## src/inc/pcc_consts.svh

```systemverilog
// constants of the configuration identity and command block
`ifndef PCC_CONSTS_SVH
`define PCC_CONSTS_SVH
`define PCC_DW_W 6
`define PCC_DW_ID 6'h00
`define PCC_DW_CMD 6'h01
`define PCC_CMD_W 16
`define PCC_CMD_RST 16'h0000
`define PCC_BIT_IO 0
`define PCC_BIT_MEM 1
`define PCC_BIT_BM 2
`define PCC_BIT_SPC 3
`define PCC_BIT_MWI 4
`define PCC_BIT_PAL 5
`define PCC_BIT_PAR 6
`define PCC_BIT_STEP 7
`define PCC_BIT_SYS 8
`define PCC_BIT_FB2B 9
`define PCC_STS_DPE 31
`define PCC_BE_CMD_LO 0
`define PCC_BE_CMD_HI 1
`define PCC_BE_STS_HI 3
`define PCC_VENDOR_DEF 16'h1A2B
`define PCC_DEVICE_DEF 16'h3C4D
`define PCC_RST_SYNC_W 2
`endif

```

## src/inc/pcc_pkg.sv

```systemverilog
// types of the configuration identity and command block
`include "pcc_consts.svh"
package pcc_pkg;
	typedef struct packed {
		logic rd;
		logic wr;
		logic [`PCC_DW_W-1:0] dw;
		logic [3:0] be;
		logic [31:0] wdata;
	} pcc_cfg_req_t;

	typedef struct packed {
		logic fast_b2b;
		logic system_error_report_en;
		logic parity_error_response;
		logic write_invalidate_allow;
		logic bus_master_allow;
		logic memory_space_allow;
		logic io_space_allow;
	} pcc_cmd_t;

	typedef struct packed {
		pcc_cmd_t cmd;
		logic detected_parity_flag;
		logic sys_err_drive;
		logic par_err_drive;
		logic data_parity_seen;
		logic rvalid;
		logic [31:0] rdata;
	} pcc_state_t;

	typedef struct packed {
		logic [15:0] vendor;
		logic [15:0] device;
	} pcc_id_t;
endpackage

```

## src/rtl/pcc_id_store.sv

```systemverilog
// identity codes taken from the serial eeprom or built-in defaults
`timescale 1ns/100ps
`default_nettype none
`include "pcc_consts.svh"
module pcc_id_store
	import pcc_pkg::*;
#(
	parameter logic [15:0] VENDOR_DEF = `PCC_VENDOR_DEF,
	parameter logic [15:0] DEVICE_DEF = `PCC_DEVICE_DEF
) (
	input wire logic sys_clk,
	input wire logic rst_n,
	input wire logic eeprom_present,
	input wire logic eeprom_load,
	input wire pcc_id_t eeprom_ids,
	output var pcc_id_t ids
);
	pcc_id_t id_reg;
	pcc_id_t id_next;

	always_comb begin
		id_next = id_reg;
		if (eeprom_load && eeprom_present) begin
			id_next = eeprom_ids;
		end else if (eeprom_load) begin
			id_next.vendor = VENDOR_DEF;
			id_next.device = DEVICE_DEF;
		end
	end

	// defaults are arbitrary neutral codes
	always_ff @(posedge sys_clk or negedge rst_n) begin
		if (!rst_n) begin
			id_reg <= {VENDOR_DEF, DEVICE_DEF};
		end else begin
			id_reg <= id_next;
		end
	end

	assign ids = id_reg;
endmodule
`default_nettype wire

```

## src/rtl/pcc_cmd_regs.sv

```systemverilog
// configuration identity and command register bank with cycle gating
// Operation
// - The vendor code comes from the eeprom at load, else a built-in code.
// - The device code comes from the eeprom at load, else a built-in code.
// - The command register is 16 bits and bits 15 to 10 are reserved.
// - With the fast back-to-back option off, bit 9 reads zero, ignores writes and no such cycles occur.
// - With the option on, bit 9 is read/write, resets to 0 and permits fast cycles to other agents.
// - With bit 8 set, an address phase parity error drives the system error pin.
// - Bit 7 reads zero, ignores writes, and no stepping is ever done.
// - With bit 6 set, a target data parity error drives the parity pin and the master samples it.
// - With bit 6 clear, data parity errors are ignored, and bit 6 resets to 0.
// - Bit 5 palette snoop reads zero and ignores writes.
// - Bit 4 allows write-and-invalidate, else plain memory write is used; it resets to 0.
// - Bit 3 reads zero, ignores writes, and special cycles are ignored.
// - The device requests the bus only while bit 2 is set.
// - Memory accesses are claimed only while bit 1 is set.
// - I/O accesses are claimed only while bit 0 is set.
// - The detected parity flag sets on any parity error regardless of bit 6.
`timescale 1ns/100ps
`default_nettype none
`include "pcc_consts.svh"
module pcc_cmd_regs
	import pcc_pkg::*;
#(
	parameter logic FAST_B2B_OPTION = 1'b0,
	parameter logic [15:0] VENDOR_DEF = `PCC_VENDOR_DEF,
	parameter logic [15:0] DEVICE_DEF = `PCC_DEVICE_DEF
) (
	input wire logic sys_clk,
	input wire logic nrst,
	input wire pcc_cfg_req_t cfg_req,
	output logic [31:0] cfg_rdata,
	output logic cfg_rvalid,
	input wire logic eeprom_present,
	input wire logic eeprom_load,
	input wire pcc_id_t eeprom_ids,
	input wire logic io_hit,
	input wire logic mem_hit,
	input wire logic special_cycle,
	output logic io_claim,
	output logic mem_claim,
	input wire logic master_want,
	output logic master_req,
	input wire logic mwi_want,
	output logic use_write_invalidate,
	input wire logic b2b_other_want,
	output logic b2b_other_ok,
	input wire logic addr_parity_err,
	input wire logic target_data_parity_err,
	input wire logic master_active,
	input wire logic parity_error_line_n,
	output logic parity_error_out,
	output logic parity_error_oe_n,
	output logic system_error_out_n,
	output logic system_error_oe_n,
	output logic master_data_parity,
	output logic detected_parity_flag,
	output var pcc_cmd_t cmd_bits,
	output var pcc_id_t ids
);
	logic [`PCC_RST_SYNC_W-1:0] rst_sync_reg;
	logic rst_n;
	pcc_state_t st_reg;
	pcc_state_t st_next;
	logic [`PCC_CMD_W-1:0] cmd_view;
	logic wr_cmd;
	logic master_par;

	always_ff @(posedge sys_clk or negedge nrst) begin
		if (!nrst) begin
			rst_sync_reg <= '0;
		end else begin
			rst_sync_reg <= {rst_sync_reg[`PCC_RST_SYNC_W-2:0], 1'b1};
		end
	end
	assign rst_n = rst_sync_reg[`PCC_RST_SYNC_W-1];

	pcc_id_store #(
		.VENDOR_DEF(VENDOR_DEF),
		.DEVICE_DEF(DEVICE_DEF)
	) u_ids (
		.sys_clk(sys_clk),
		.rst_n(rst_n),
		.eeprom_present(eeprom_present),
		.eeprom_load(eeprom_load),
		.eeprom_ids(eeprom_ids),
		.ids(ids)
	);

	// read view of the command word; fixed bits stay zero
	always_comb begin
		cmd_view = '0;
		cmd_view[`PCC_BIT_IO] = st_reg.cmd.io_space_allow;
		cmd_view[`PCC_BIT_MEM] = st_reg.cmd.memory_space_allow;
		cmd_view[`PCC_BIT_BM] = st_reg.cmd.bus_master_allow;
		cmd_view[`PCC_BIT_MWI] = st_reg.cmd.write_invalidate_allow;
		cmd_view[`PCC_BIT_PAR] = st_reg.cmd.parity_error_response;
		cmd_view[`PCC_BIT_SYS] = st_reg.cmd.system_error_report_en;
		cmd_view[`PCC_BIT_FB2B] = st_reg.cmd.fast_b2b & FAST_B2B_OPTION;
	end

	assign wr_cmd = cfg_req.wr && (cfg_req.dw == `PCC_DW_CMD);
	assign master_par = master_active && !parity_error_line_n;

	always_comb begin
		st_next = st_reg;
		st_next.rvalid = cfg_req.rd;
		st_next.rdata = st_reg.rdata;
		if (cfg_req.rd) begin
			unique case (cfg_req.dw)
				`PCC_DW_ID: st_next.rdata = {ids.device, ids.vendor};
				`PCC_DW_CMD: begin
					st_next.rdata = {16'h0000, cmd_view};
					st_next.rdata[`PCC_STS_DPE] = st_reg.detected_parity_flag;
				end
				default: st_next.rdata = '0;
			endcase
		end
		if (wr_cmd && cfg_req.be[`PCC_BE_CMD_LO]) begin
			st_next.cmd.io_space_allow = cfg_req.wdata[`PCC_BIT_IO];
			st_next.cmd.memory_space_allow = cfg_req.wdata[`PCC_BIT_MEM];
			st_next.cmd.bus_master_allow = cfg_req.wdata[`PCC_BIT_BM];
			st_next.cmd.write_invalidate_allow = cfg_req.wdata[`PCC_BIT_MWI];
			st_next.cmd.parity_error_response = cfg_req.wdata[`PCC_BIT_PAR];
		end
		if (wr_cmd && cfg_req.be[`PCC_BE_CMD_HI]) begin
			st_next.cmd.system_error_report_en = cfg_req.wdata[`PCC_BIT_SYS];
			st_next.cmd.fast_b2b = cfg_req.wdata[`PCC_BIT_FB2B] & FAST_B2B_OPTION;
		end
		// write one clears the flag; a new error wins
		if (wr_cmd && cfg_req.be[`PCC_BE_STS_HI] && cfg_req.wdata[`PCC_STS_DPE]) begin
			st_next.detected_parity_flag = 1'b0;
		end
		if (addr_parity_err || target_data_parity_err || master_par) begin
			st_next.detected_parity_flag = 1'b1;
		end
		st_next.sys_err_drive = addr_parity_err && st_reg.cmd.system_error_report_en;
		st_next.par_err_drive = target_data_parity_err && st_reg.cmd.parity_error_response;
		st_next.data_parity_seen = master_par && st_reg.cmd.parity_error_response;
	end

	always_ff @(posedge sys_clk or negedge rst_n) begin
		if (!rst_n) begin
			st_reg <= '0;
		end else begin
			st_reg <= st_next;
		end
	end

	assign cfg_rdata = st_reg.rdata;
	assign cfg_rvalid = st_reg.rvalid;
	assign io_claim = io_hit && !special_cycle && st_reg.cmd.io_space_allow;
	assign mem_claim = mem_hit && !special_cycle && st_reg.cmd.memory_space_allow;
	assign master_req = master_want && st_reg.cmd.bus_master_allow;
	assign use_write_invalidate = mwi_want && st_reg.cmd.write_invalidate_allow;
	assign b2b_other_ok = b2b_other_want && st_reg.cmd.fast_b2b && FAST_B2B_OPTION;
	assign parity_error_out = 1'b0;
	assign parity_error_oe_n = !st_reg.par_err_drive;
	assign system_error_out_n = 1'b0;
	assign system_error_oe_n = !st_reg.sys_err_drive;
	assign master_data_parity = st_reg.data_parity_seen;
	assign detected_parity_flag = st_reg.detected_parity_flag;
	assign cmd_bits = st_reg.cmd;
endmodule
`default_nettype wire

```

## config.mk

```make
export PLATFORM = sky130hd
export DESIGN_NAME = pcc_cmd_regs
export DESIGN_NICKNAME = d
export VERILOG_FILES = /design/src/inc/pcc_pkg.sv /design/src/rtl/pcc_id_store.sv /design/src/rtl/pcc_cmd_regs.sv
export VERILOG_INCLUDE_DIRS = /design/src /design/src/inc
export SDC_FILE = /design/constraint.sdc
export NUM_CORES = 1
export LEC_CHECK = 0
export BUFFER_PORTS_ARGS = -buffer_cell sky130_fd_sc_hd__buf_2
export CORE_MARGIN = 2
export CORE_UTILIZATION = 45
export CTS_CLUSTER_SIZE = 12
export DETAILED_ROUTE_END_ITERATION = 7
export GPL_ROUTABILITY_DRIVEN = 0
export PLACE_DENSITY_LB_ADDON = 0.08
export SLEW_MARGIN = 20
export SYNTH_ARGS = -nofsm -noshare
export SYNTH_HDL_FRONTEND = slang
export SYNTH_SLANG_ARGS = --single-unit
```

## constraint.sdc

```tcl
create_clock -name sys_clk -period 2.97 [get_ports sys_clk]
set_clock_uncertainty 0.05 [all_clocks]
set_input_delay 0.1485 -clock sys_clk [delete_from_list [all_inputs] [get_ports sys_clk]]
set_output_delay 0.1485 -clock sys_clk [all_outputs]
set_load 0.01 [all_outputs]
```

==> flow_summary_export.csv, run 1 <==
group,metric,value,unit
timing,hold_viol,0,
clocking,cts_tree,"built",
route,drtIter0Drc,92,
run,maxCapViolCount,0,
floorplan,die_w,94.2,um
pwr,max-vdd-ir-drop,0.254,mV
floorplan,num_rows,32,
placement,dp_hpwl,5.19,mm
pwr,total_power,2.25,mW
route,drcViolationCount,0,
pwr,power.share.sequential,0.518,
pwr,power_frac_comb,0.128,
timing,slew_violations,0,
timing,setup_viol,0,
timing,period_share,0.574,
clocking,cts_max_path_buffers,2,
synthesis,syn_area_per_cell,9.98,um2
route,vias_per_cell,4.63,
final_layout,diodes,0,
critical_path,cp-start-kind,"input port",
timing,max_freq,587,MHz
timing,max_slew_margin,0.290,
global_route,antenna_found_initial,0,
final_layout,finish.instance_area,4720,um2
synthesis,synth_cell_type_count,28,
global_route,grt_max_degree,76,
floorplan,die_h,94.2,um
critical_path,reg2reg_from,"detected_parity_flag$_DFFE_PN0P_",
final_layout,drive_above_1_share,0.412,
synthesis,seq_area_frac_synth,0.531,
floorplan,initial_core_util,0.469,
critical_path,path_class,"input port to flop",
final_layout,post-route-util,0.604,
timing,tightest_slew,1.06,ns
synthesis,ys_ff_latch,77,
critical_path,r2r_cells,2,
global_route,grt_pass1_wl,13.3,mm
final_layout,nFillCells,701,
run_status,status,"completed",
critical_path,r2r_end,"detected_parity_flag$_DFFE_PN0P_",
worst_hold_path,hp-class,"input port to async pin",
synthesis,yosys_warnings,0,
clocking,clockRootBuffer,"clkbuf_8",
pwr,p_int,1.69,mW
pwr,p_leak,2.37,nW
route,drt-wirelength-per-cell,13.6,um
floorplan,io_pins,173,
placement,port_buffers,141,
synthesis,postSynthCellCount,367,
clocking,cts_setup_buffers,0,
clocking,numCtsBuffers,9,
final_layout,final_nets,592,
route,num_vias,2820,
critical_path,endpoint,"cfg_rdata[11]$_DFFE_PN0P_",
clocking,cts.sinks,77,
clocking,htreeDepth,3,
timing,fin_setup_tns,0,ns
floorplan,dieArea,8880,um2
global_route,grt_pass1_vias,2848,
final_layout,areaGrowthSynthToFinish,28.9,%
clocking,cts_hold_buf,42,
timing,fin_crit,1.70,ns
critical_path,startpoint,"cfg_req[37]",
floorplan,fp.coreArea,7810,um2
placement,placed_area,4100,um2
clocking,path_clk_slew,0.08,ns
route,postRouteAntennaNets,0,
synthesis,netlist_area,3660,um2
timing,rsz0062_at_grt,"no",
global_route,overflow,0,
critical_path,crit_path_max_fanout,15,
pwr,clock_power_share,0.355,
pwr,p_per_area,476,nW/um2
clocking,insertion_delay,0.34,ns
critical_path,required,3.18,ns
critical_path,cp-end-kind,"flop",
route,postRouteWirelength,8.28,mm
critical_path,r2r_slack,1.49,ns
clocking,ctsResizeCount,0,
route,firstDrtPassIters,4,
pwr,power_switching,562,uW
critical_path,cp.arrival,1.91,ns
pwr,p_sw_frac,0.250,
global_route,grt_use_total,0.194,
-- worst min-delay path by stage --
stage,from,end,cells after the start
after CTS,nrst,rst_sync_reg[1]$_DFF_PN0_,2
final,nrst,rst_sync_reg[0]$_DFF_PN0_,2
after global placement,nrst,rst_sync_reg[0]$_DFF_PN0_,1
after detailed placement,nrst,rst_sync_reg[0]$_DFF_PN0_,1
after global routing,parity_error_line_n,master_data_parity$_DFF_PN0_,3
after floorplan,nrst,rst_sync_reg[0]$_DFF_PN0_,0
-- metal layers --
layer  up-vias  global-route usage  share of wire
met3        13              0.0385          0.054
li1       1404                   -              -
met1      1314               0.240           0.43
met2        89               0.336           0.50
met5         -                   0              0
met4         0              0.0713          0.014
-- layout make-up --
cell class / count / area, um2 / share of cell area
timing repair buffer: 185 / 1140 / 0.242
sequential: 77 / 1950 / 0.413
clock inverter: 4 / 47.5 / 0.0101
tap: 102 / 128 / 0.0270
clock buffer: 12 / 155 / 0.0329
inverter: 66 / 248 / 0.0525
multi-input combinational: 163 / 1050 / 0.223
-- power by group through the flow --
stage               Combinational [mW]  Sequential, mW  Clock [mW]
floorplan                        0.137            1.19           0
global placement                 0.243            1.18           0
detailed placement               0.247            1.19           0
CTS                              0.289            1.17       0.829
global route                     0.318            1.18       0.876
finish                           0.287            1.16       0.797
-- Yosys cell counts --
cell	number	area, um2
or3_1	1	6.26
mux2_2	13	146
nand2_1	32	120
and3b_1	2	17.5
buf_6	1	11.3
buf_8	2	30.0
buf_1	4	15.0
buf_4	42	315
nor2b_1	1	6.26
a31oi_1	15	93.8
dfrtp_1	62	1550
nor2_1	15	56.3
conb_1	2	7.51
and2_1	5	31.3
o22ai_2	20	250
clkbuf_1	14	52.6
dfstp_2	15	394
inv_1	66	248
or2_2	1	6.26
nor3_1	1	5.00
nand4_1	1	6.26
o21ai_0	17	85.1
or4_1	1	7.51
buf_2	1	5.00
nand3_1	19	95.1
and4bb_2	1	12.5
o22ai_1	12	75.1
a2111o_1	1	11.3
-- per-stage QoR --
stage | setup slack, ns | hold slack [ns] | instances
final | 1.27 | 0.0557 | 609
after detailed placement | 0.886 | -0.112 | 551
after floorplan | 0.643 | -0.197 | 370
after CTS | 1.26 | 0.0301 | 609
after global routing | 1.19 | 0.0464 | 609
after global placement | 0.942 | -0.115 | 551
-- kinds of logic after synthesis --
kind of cell / synth area share
mux: 0.0400
buf+inv: 0.185
simple gates: 0.101
flops: 0.531
compound gates: 0.141
other cells: 0.00205
-- cells in the final DEF (no fill, tap or decap), drive strengths merged, types with 5 or more instances in the layout --
cell type / n
nor2: 15
a31oi: 15
conb: 5
o21ai: 17
buf: 143
nand2: 32
o22ai: 32
dlygate4sd3: 42
nand3: 19
dfstp: 15
and2: 5
mux2: 13
inv: 66
dfrtp: 62
clkbuf: 12
-- worst max-delay path, stage by stage --
cell	delay [ns]
buf_2	0.10
or4_1	0.53
or3_1	0.61
buf_4	0.34
o22ai_1	0.16
(Power assumes the default switching activity.)
==> inputs of run 2 (changes only) <==
Settings changed: ABC_AREA set to 1.
Clock period 2.97 ns to 1.6 ns, I/O delays scaled along.
==> flow_summary_export.csv, run 2 <==
group,metric,value,unit
route,postRouteAntennaNets,0,
route,drtIter0Drc,154,
synthesis,synthFlopType,"dfrtp_1",
synthesis,ys_top_cells_by_area,"dfrtp_1, nand2_1, dfstp_2",
synthesis,synth_top_area_share,0.441,
pwr,max-vdd-ir-drop,0.445,mV
placement,placed_area,4030,um2
floorplan,die_w,92.4,um
pwr,p_per_area,908,nW/um2
synthesis,yosys_warnings,0,
clocking,insertion_delay,0.34,ns
global_route,grt_pass1_vias,3016,
synthesis,synth_cell_type_count,20,
route,postRouteWirelength,9.04,mm
floorplan,io_pins,173,
clocking,path_clk_slew,0.08,ns
timing,slew_violations,0,
pwr,total_power,4.32,mW
critical_path,reg2reg_from,"cmd_bits[4]$_DFFE_PN0P_",
clocking,cts_tree,"built",
final_layout,post-route-util,0.622,
clocking,cts_hold_buf,51,
critical_path,cp-end-kind,"flop",
critical_path,cp-start-kind,"input port",
run,maxCapViolCount,0,
placement,dp_hpwl,5.80,mm
timing,tightest_slew,0.629,ns
clocking,cts_max_path_buffers,2,
final_layout,finish.instance_area,4750,um2
clocking,cts.sinks,77,
timing,hold_viol,0,
critical_path,required,1.83,ns
final_layout,final_cell_mix,"buf_2, nand2_1, dfrtp_1, dlygate4sd3_1, nand3_1",
global_route,overflow,0,
timing,max_slew_margin,0.580,
timing,whs,0.0231,ns
route,drcViolationCount,0,
synthesis,syn_area_per_cell,9.24,um2
clocking,htreeDepth,3,
final_layout,areaGrowthSynthToFinish,35.1,%
critical_path,path_class,"input port to flop",
route,num_vias,3069,
worst_hold_path,min_path_cells,3,
synthesis,ys_ff_latch,77,
floorplan,dieArea,8550,um2
clocking,numCtsBuffers,9,
floorplan,initial_core_util,0.460,
final_layout,final_nets,623,
clocking,clockRootBuffer,"clkbuf_8",
timing,max_freq,717,MHz
placement,port_buffers,141,
synthesis,synth_common_cells,"nand2_1, dfrtp_1, buf_4",
timing,final.setup.worst_slack,0.206,ns
route,firstDrtPassIters,4,
placement,pre_cts_slack,0.274,ns
worst_hold_path,hp-class,"input port to flop",
timing,fin_setup_tns,0,ns
final_layout,final_common_cell,"buf_2",
synthesis,synth_edf_count,0,
timing,rsz0062_at_grt,"no",
timing,period_share,0.871,
critical_path,r2r_cells,2,
global_route,grt_use_total,0.219,
pwr,p_leak,2.51,nW
critical_path,startpoint,"cfg_req[41]",
synthesis,synthArstFlopShare,1.00,
global_route,antenna_found_initial,0,
synthesis,netlist_area,3520,um2
critical_path,cp.arrival,1.63,ns
global_route,grt_pass1_wl,14.6,mm
critical_path,r2r_end,"master_data_parity$_DFF_PN0_",
final_layout,stdcell_count,640,
critical_path,endpoint,"cmd_bits[1]$_DFFE_PN0P_",
global_route,grt_max_degree,76,
floorplan,fp.coreArea,7650,um2
run_status,status,"completed",
critical_path,r2r_slack,0.30,ns
timing,fin_crit,1.39,ns
synthesis,postSynthCellCount,381,
floorplan,die_h,92.4,um
timing,setup_viol,0,
route,vias_per_cell,4.80,
synthesis,seq_area_frac_synth,0.553,
synthesis,yosys.area.top_type,"dfrtp_1",
floorplan,num_rows,32,
synthesis,yosysMostFrequentCell,"nand2_1",
route,drt-wirelength-per-cell,14.1,um
critical_path,crit_path_max_fanout,12,
clocking,ctsResizeCount,0,
final_layout,drive_above_1_share,0.353,
clocking,cts_setup_buffers,0,
final_layout,diodes,0,
placement,placedCellCount,573,
## run 2: cell type report
type / instances / area [um2]
fillers: 700 / 2890
flip-flops and latches: 77 / 1950
repair buffers: 199 / 1280
multi-input cells: 233 / 1130
clock buffers: 11 / 131
well taps: 102 / 128
clock inverters: 5 / 83.8
inverters: 13 / 48.8
## run 2: layer usage
layer,share of wire,up-vias,track usage
li1,-,1496,-
met1,0.43,1446,0.267
met2,0.50,114,0.386
met3,0.056,13,0.0382
met4,0.016,0,0.0871
met5,0,-,0
## run 2: worst min-delay path by stage
stage,endpoint,slack (ns),start
finish,u_ids.ids[14]$_DFFE_PN0P_,0.02,eeprom_load
global route,u_ids.ids[14]$_DFFE_PN0P_,0.03,eeprom_load
CTS,cmd_bits[5]$_DFFE_PN0P_,0.01,cfg_req[42]
detailed placement,rst_sync_reg[1]$_DFF_PN0_,-0.18,nrst
global placement,rst_sync_reg[0]$_DFF_PN0_,-0.18,nrst
floorplan,rst_sync_reg[0]$_DFF_PN0_,-0.27,nrst
## run 2: power breakdown
| group | internal (mW) | switching [mW] | leakage, nW |
|---|---|---|---|
| registers | 2.06 | 0.0714 | 0.992 |
| logic | 0.266 | 0.311 | 1.42 |
| clock network | 0.886 | 0.726 | 0.100 |
| total | 3.21 | 1.11 | 2.51 |
## run 2: worst max-delay path, stage by stage
cell,delay (ns)
buf_2,0.11
nor2_4,0.19
buf_4,0.22
nand3_2,0.11
nor2_4,0.17
nand3_1,0.10
dlygate4sd3_1,0.57
nand2_1,0.07
## run 2: logic make-up after synthesis
family / share of synthesized area
flip-flops: 0.553
AND/OR/NAND/NOR: 0.243
buffers and inverters: 0.129
AO/OA/AOI/OAI: 0.0729
other: 0.00213
==> inputs of run 3 (changes only) <==
Settings changed: CORE_UTILIZATION 45 to 44, TNS_END_PERCENT set to 100.
==> flow_summary_export.csv, run 3 (synthesis results as in run 2) <==
group,metric,value,unit
critical_path,startpoint,"cmd_bits[4]$_DFFE_PN0P_",
route,postRouteWirelength,9.03,mm
pwr,total_power,4.16,mW
placement,pre_cts_slack,0.318,ns
clocking,cts_tree,"built",
timing,period_share,0.807,
floorplan,fp.coreArea,7730,um2
placement,port_buffers,141,
timing,fin_setup_tns,0,ns
clocking,insertion_delay,0.34,ns
final_layout,post-route-util,0.614,
clocking,cts_max_path_buffers,2,
critical_path,crit_path_max_fanout,5,
floorplan,io_pins,173,
critical_path,cp-start-kind,"flop",
critical_path,r2r_end,"master_data_parity$_DFF_PN0_",
critical_path,cp.depth,2,
critical_path,endpoint,"master_data_parity$_DFF_PN0_",
global_route,grt_pass1_wl,14.4,mm
route,drcViolationCount,0,
worst_hold_path,min_path_cells,3,
critical_path,r2r_cells,2,
final_layout,final_common_cell,"buf_2",
global_route,overflow,0,
clocking,ctsResizeCount,0,
clocking,clockRootBuffer,"clkbuf_8",
floorplan,initial_core_util,0.455,
timing,setup_viol,0,
pwr,p_per_area,875,nW/um2
global_route,grt_use_total,0.212,
clocking,htreeDepth,3,
worst_hold_path,hp-class,"input port to flop",
final_layout,areaGrowthSynthToFinish,34.9,%
critical_path,max_stage_delay,0.55,ns
pwr,p_leak,2.51,nW
floorplan,num_rows,32,
final_layout,drive_above_1_share,0.354,
critical_path,cp_cell_sequence,"nor3b_1 > dlygate4sd3_1",
route,postRouteAntennaNets,0,
critical_path,cp-end-kind,"flop",
timing,slew_violations,0,
timing,max_freq,775,MHz
clocking,path_clk_slew,0.08,ns
route,firstDrtPassIters,4,
floorplan,die_h,93.4,um
critical_path,reg2reg_from,"cmd_bits[4]$_DFFE_PN0P_",
critical_path,worst-path-buf-inv,1,
final_layout,final_cell_mix,"buf_2, nand2_1, dfrtp_1, dlygate4sd3_1, nand3_1",
critical_path,required,1.77,ns
final_layout,diodes,0,
route,vias_per_cell,4.80,
global_route,antenna_found_initial,0,
pwr,max-vdd-ir-drop,0.352,mV
floorplan,dieArea,8730,um2
route,drtIter0Drc,103,
global_route,grt_pass1_vias,3035,
critical_path,crit_family,"buffers and inverters",
timing,fin_crit,1.29,ns
global_route,grt_max_degree,76,
route,num_vias,3074,
critical_path,path_class,"flop to flop",
critical_path,cp_slowest_cell,"dlygate4sd3_1",
timing,rsz0062_at_grt,"no",
placement,dp_hpwl,5.85,mm
run_status,status,"completed",
critical_path,r2r_slack,0.31,ns
clocking,numCtsBuffers,9,
timing,hold_viol,0,
clocking,cts.sinks,77,
route,drt-wirelength-per-cell,14.1,um
floorplan,die_w,93.4,um
final_layout,final_nets,624,
run,maxCapViolCount,0,
timing,final.setup.worst_slack,0.309,ns
critical_path,cp.arrival,1.47,ns
## run 3: changes by cell type in the layout (fill, tap and decap cells not counted)
cell | previous run | this run
bufinv_16 | 2 | 1
clkinv_2 | 0 | 1
buf_12 | 1 | 2
## run 3: routing by layer
metal / GRT usage / wire (um)
met3: 0.0387 / 556
met5: 0 / 0
met2: 0.362 / 4540
met1: 0.262 / 3750
met4: 0.0907 / 173
## run 3: metrics by stage
step	cells	hold WS (ns)	instance area (um2)
2_1_floorplan	384	-0.266	3530
3_3_place_gp	574	-0.182	4050
3_5_place_dp	574	-0.178	4050
4_1_cts	641	0.00518	4750
5_1_grt	641	0.0216	4750
6_report	641	0.0134	4750
## run 3: worst min-delay path by stage
stage	start	end	slack [ns]
6_report	cfg_req[32]	cmd_bits[0]$_DFFE_PN0P_	0.01
5_1_grt	cfg_req[32]	cmd_bits[0]$_DFFE_PN0P_	0.02
3_5_place_dp	nrst	rst_sync_reg[0]$_DFF_PN0_	-0.18
2_1_floorplan	nrst	rst_sync_reg[0]$_DFF_PN0_	-0.27
3_3_place_gp	nrst	rst_sync_reg[0]$_DFF_PN0_	-0.18
4_1_cts	cfg_req[42]	detected_parity_flag$_DFFE_PN0P_	0.005
## run 3: report_power, final
group | internal (mW) | switching (mW)
sequential | 2.06 | 0.0714
clock | 0.725 | 0.720
combinational | 0.272 | 0.310
total | 3.05 | 1.10
## run 3: worst min-delay path: cells and delay by family
family,cells,cell delay (ns)
buf+inv,1,0.14
simple gates,2,0.14
## run 3: timing repair
| action | in CTS | in global routing |
|---|---|---|
| endpoints found under the hold margin | 44 | 0 |
| buffers inserted | 0 | 0 |
| hold buffers | 51 | 0 |
## run 3: cell type report
class	count	area, um2
clock inverter	5	58.8
inverter	13	48.8
multi-input combinational	233	1130
timing repair buffer	200	1300
fill	718	2980
clock buffer	11	131
tap	102	128
sequential	77	1950
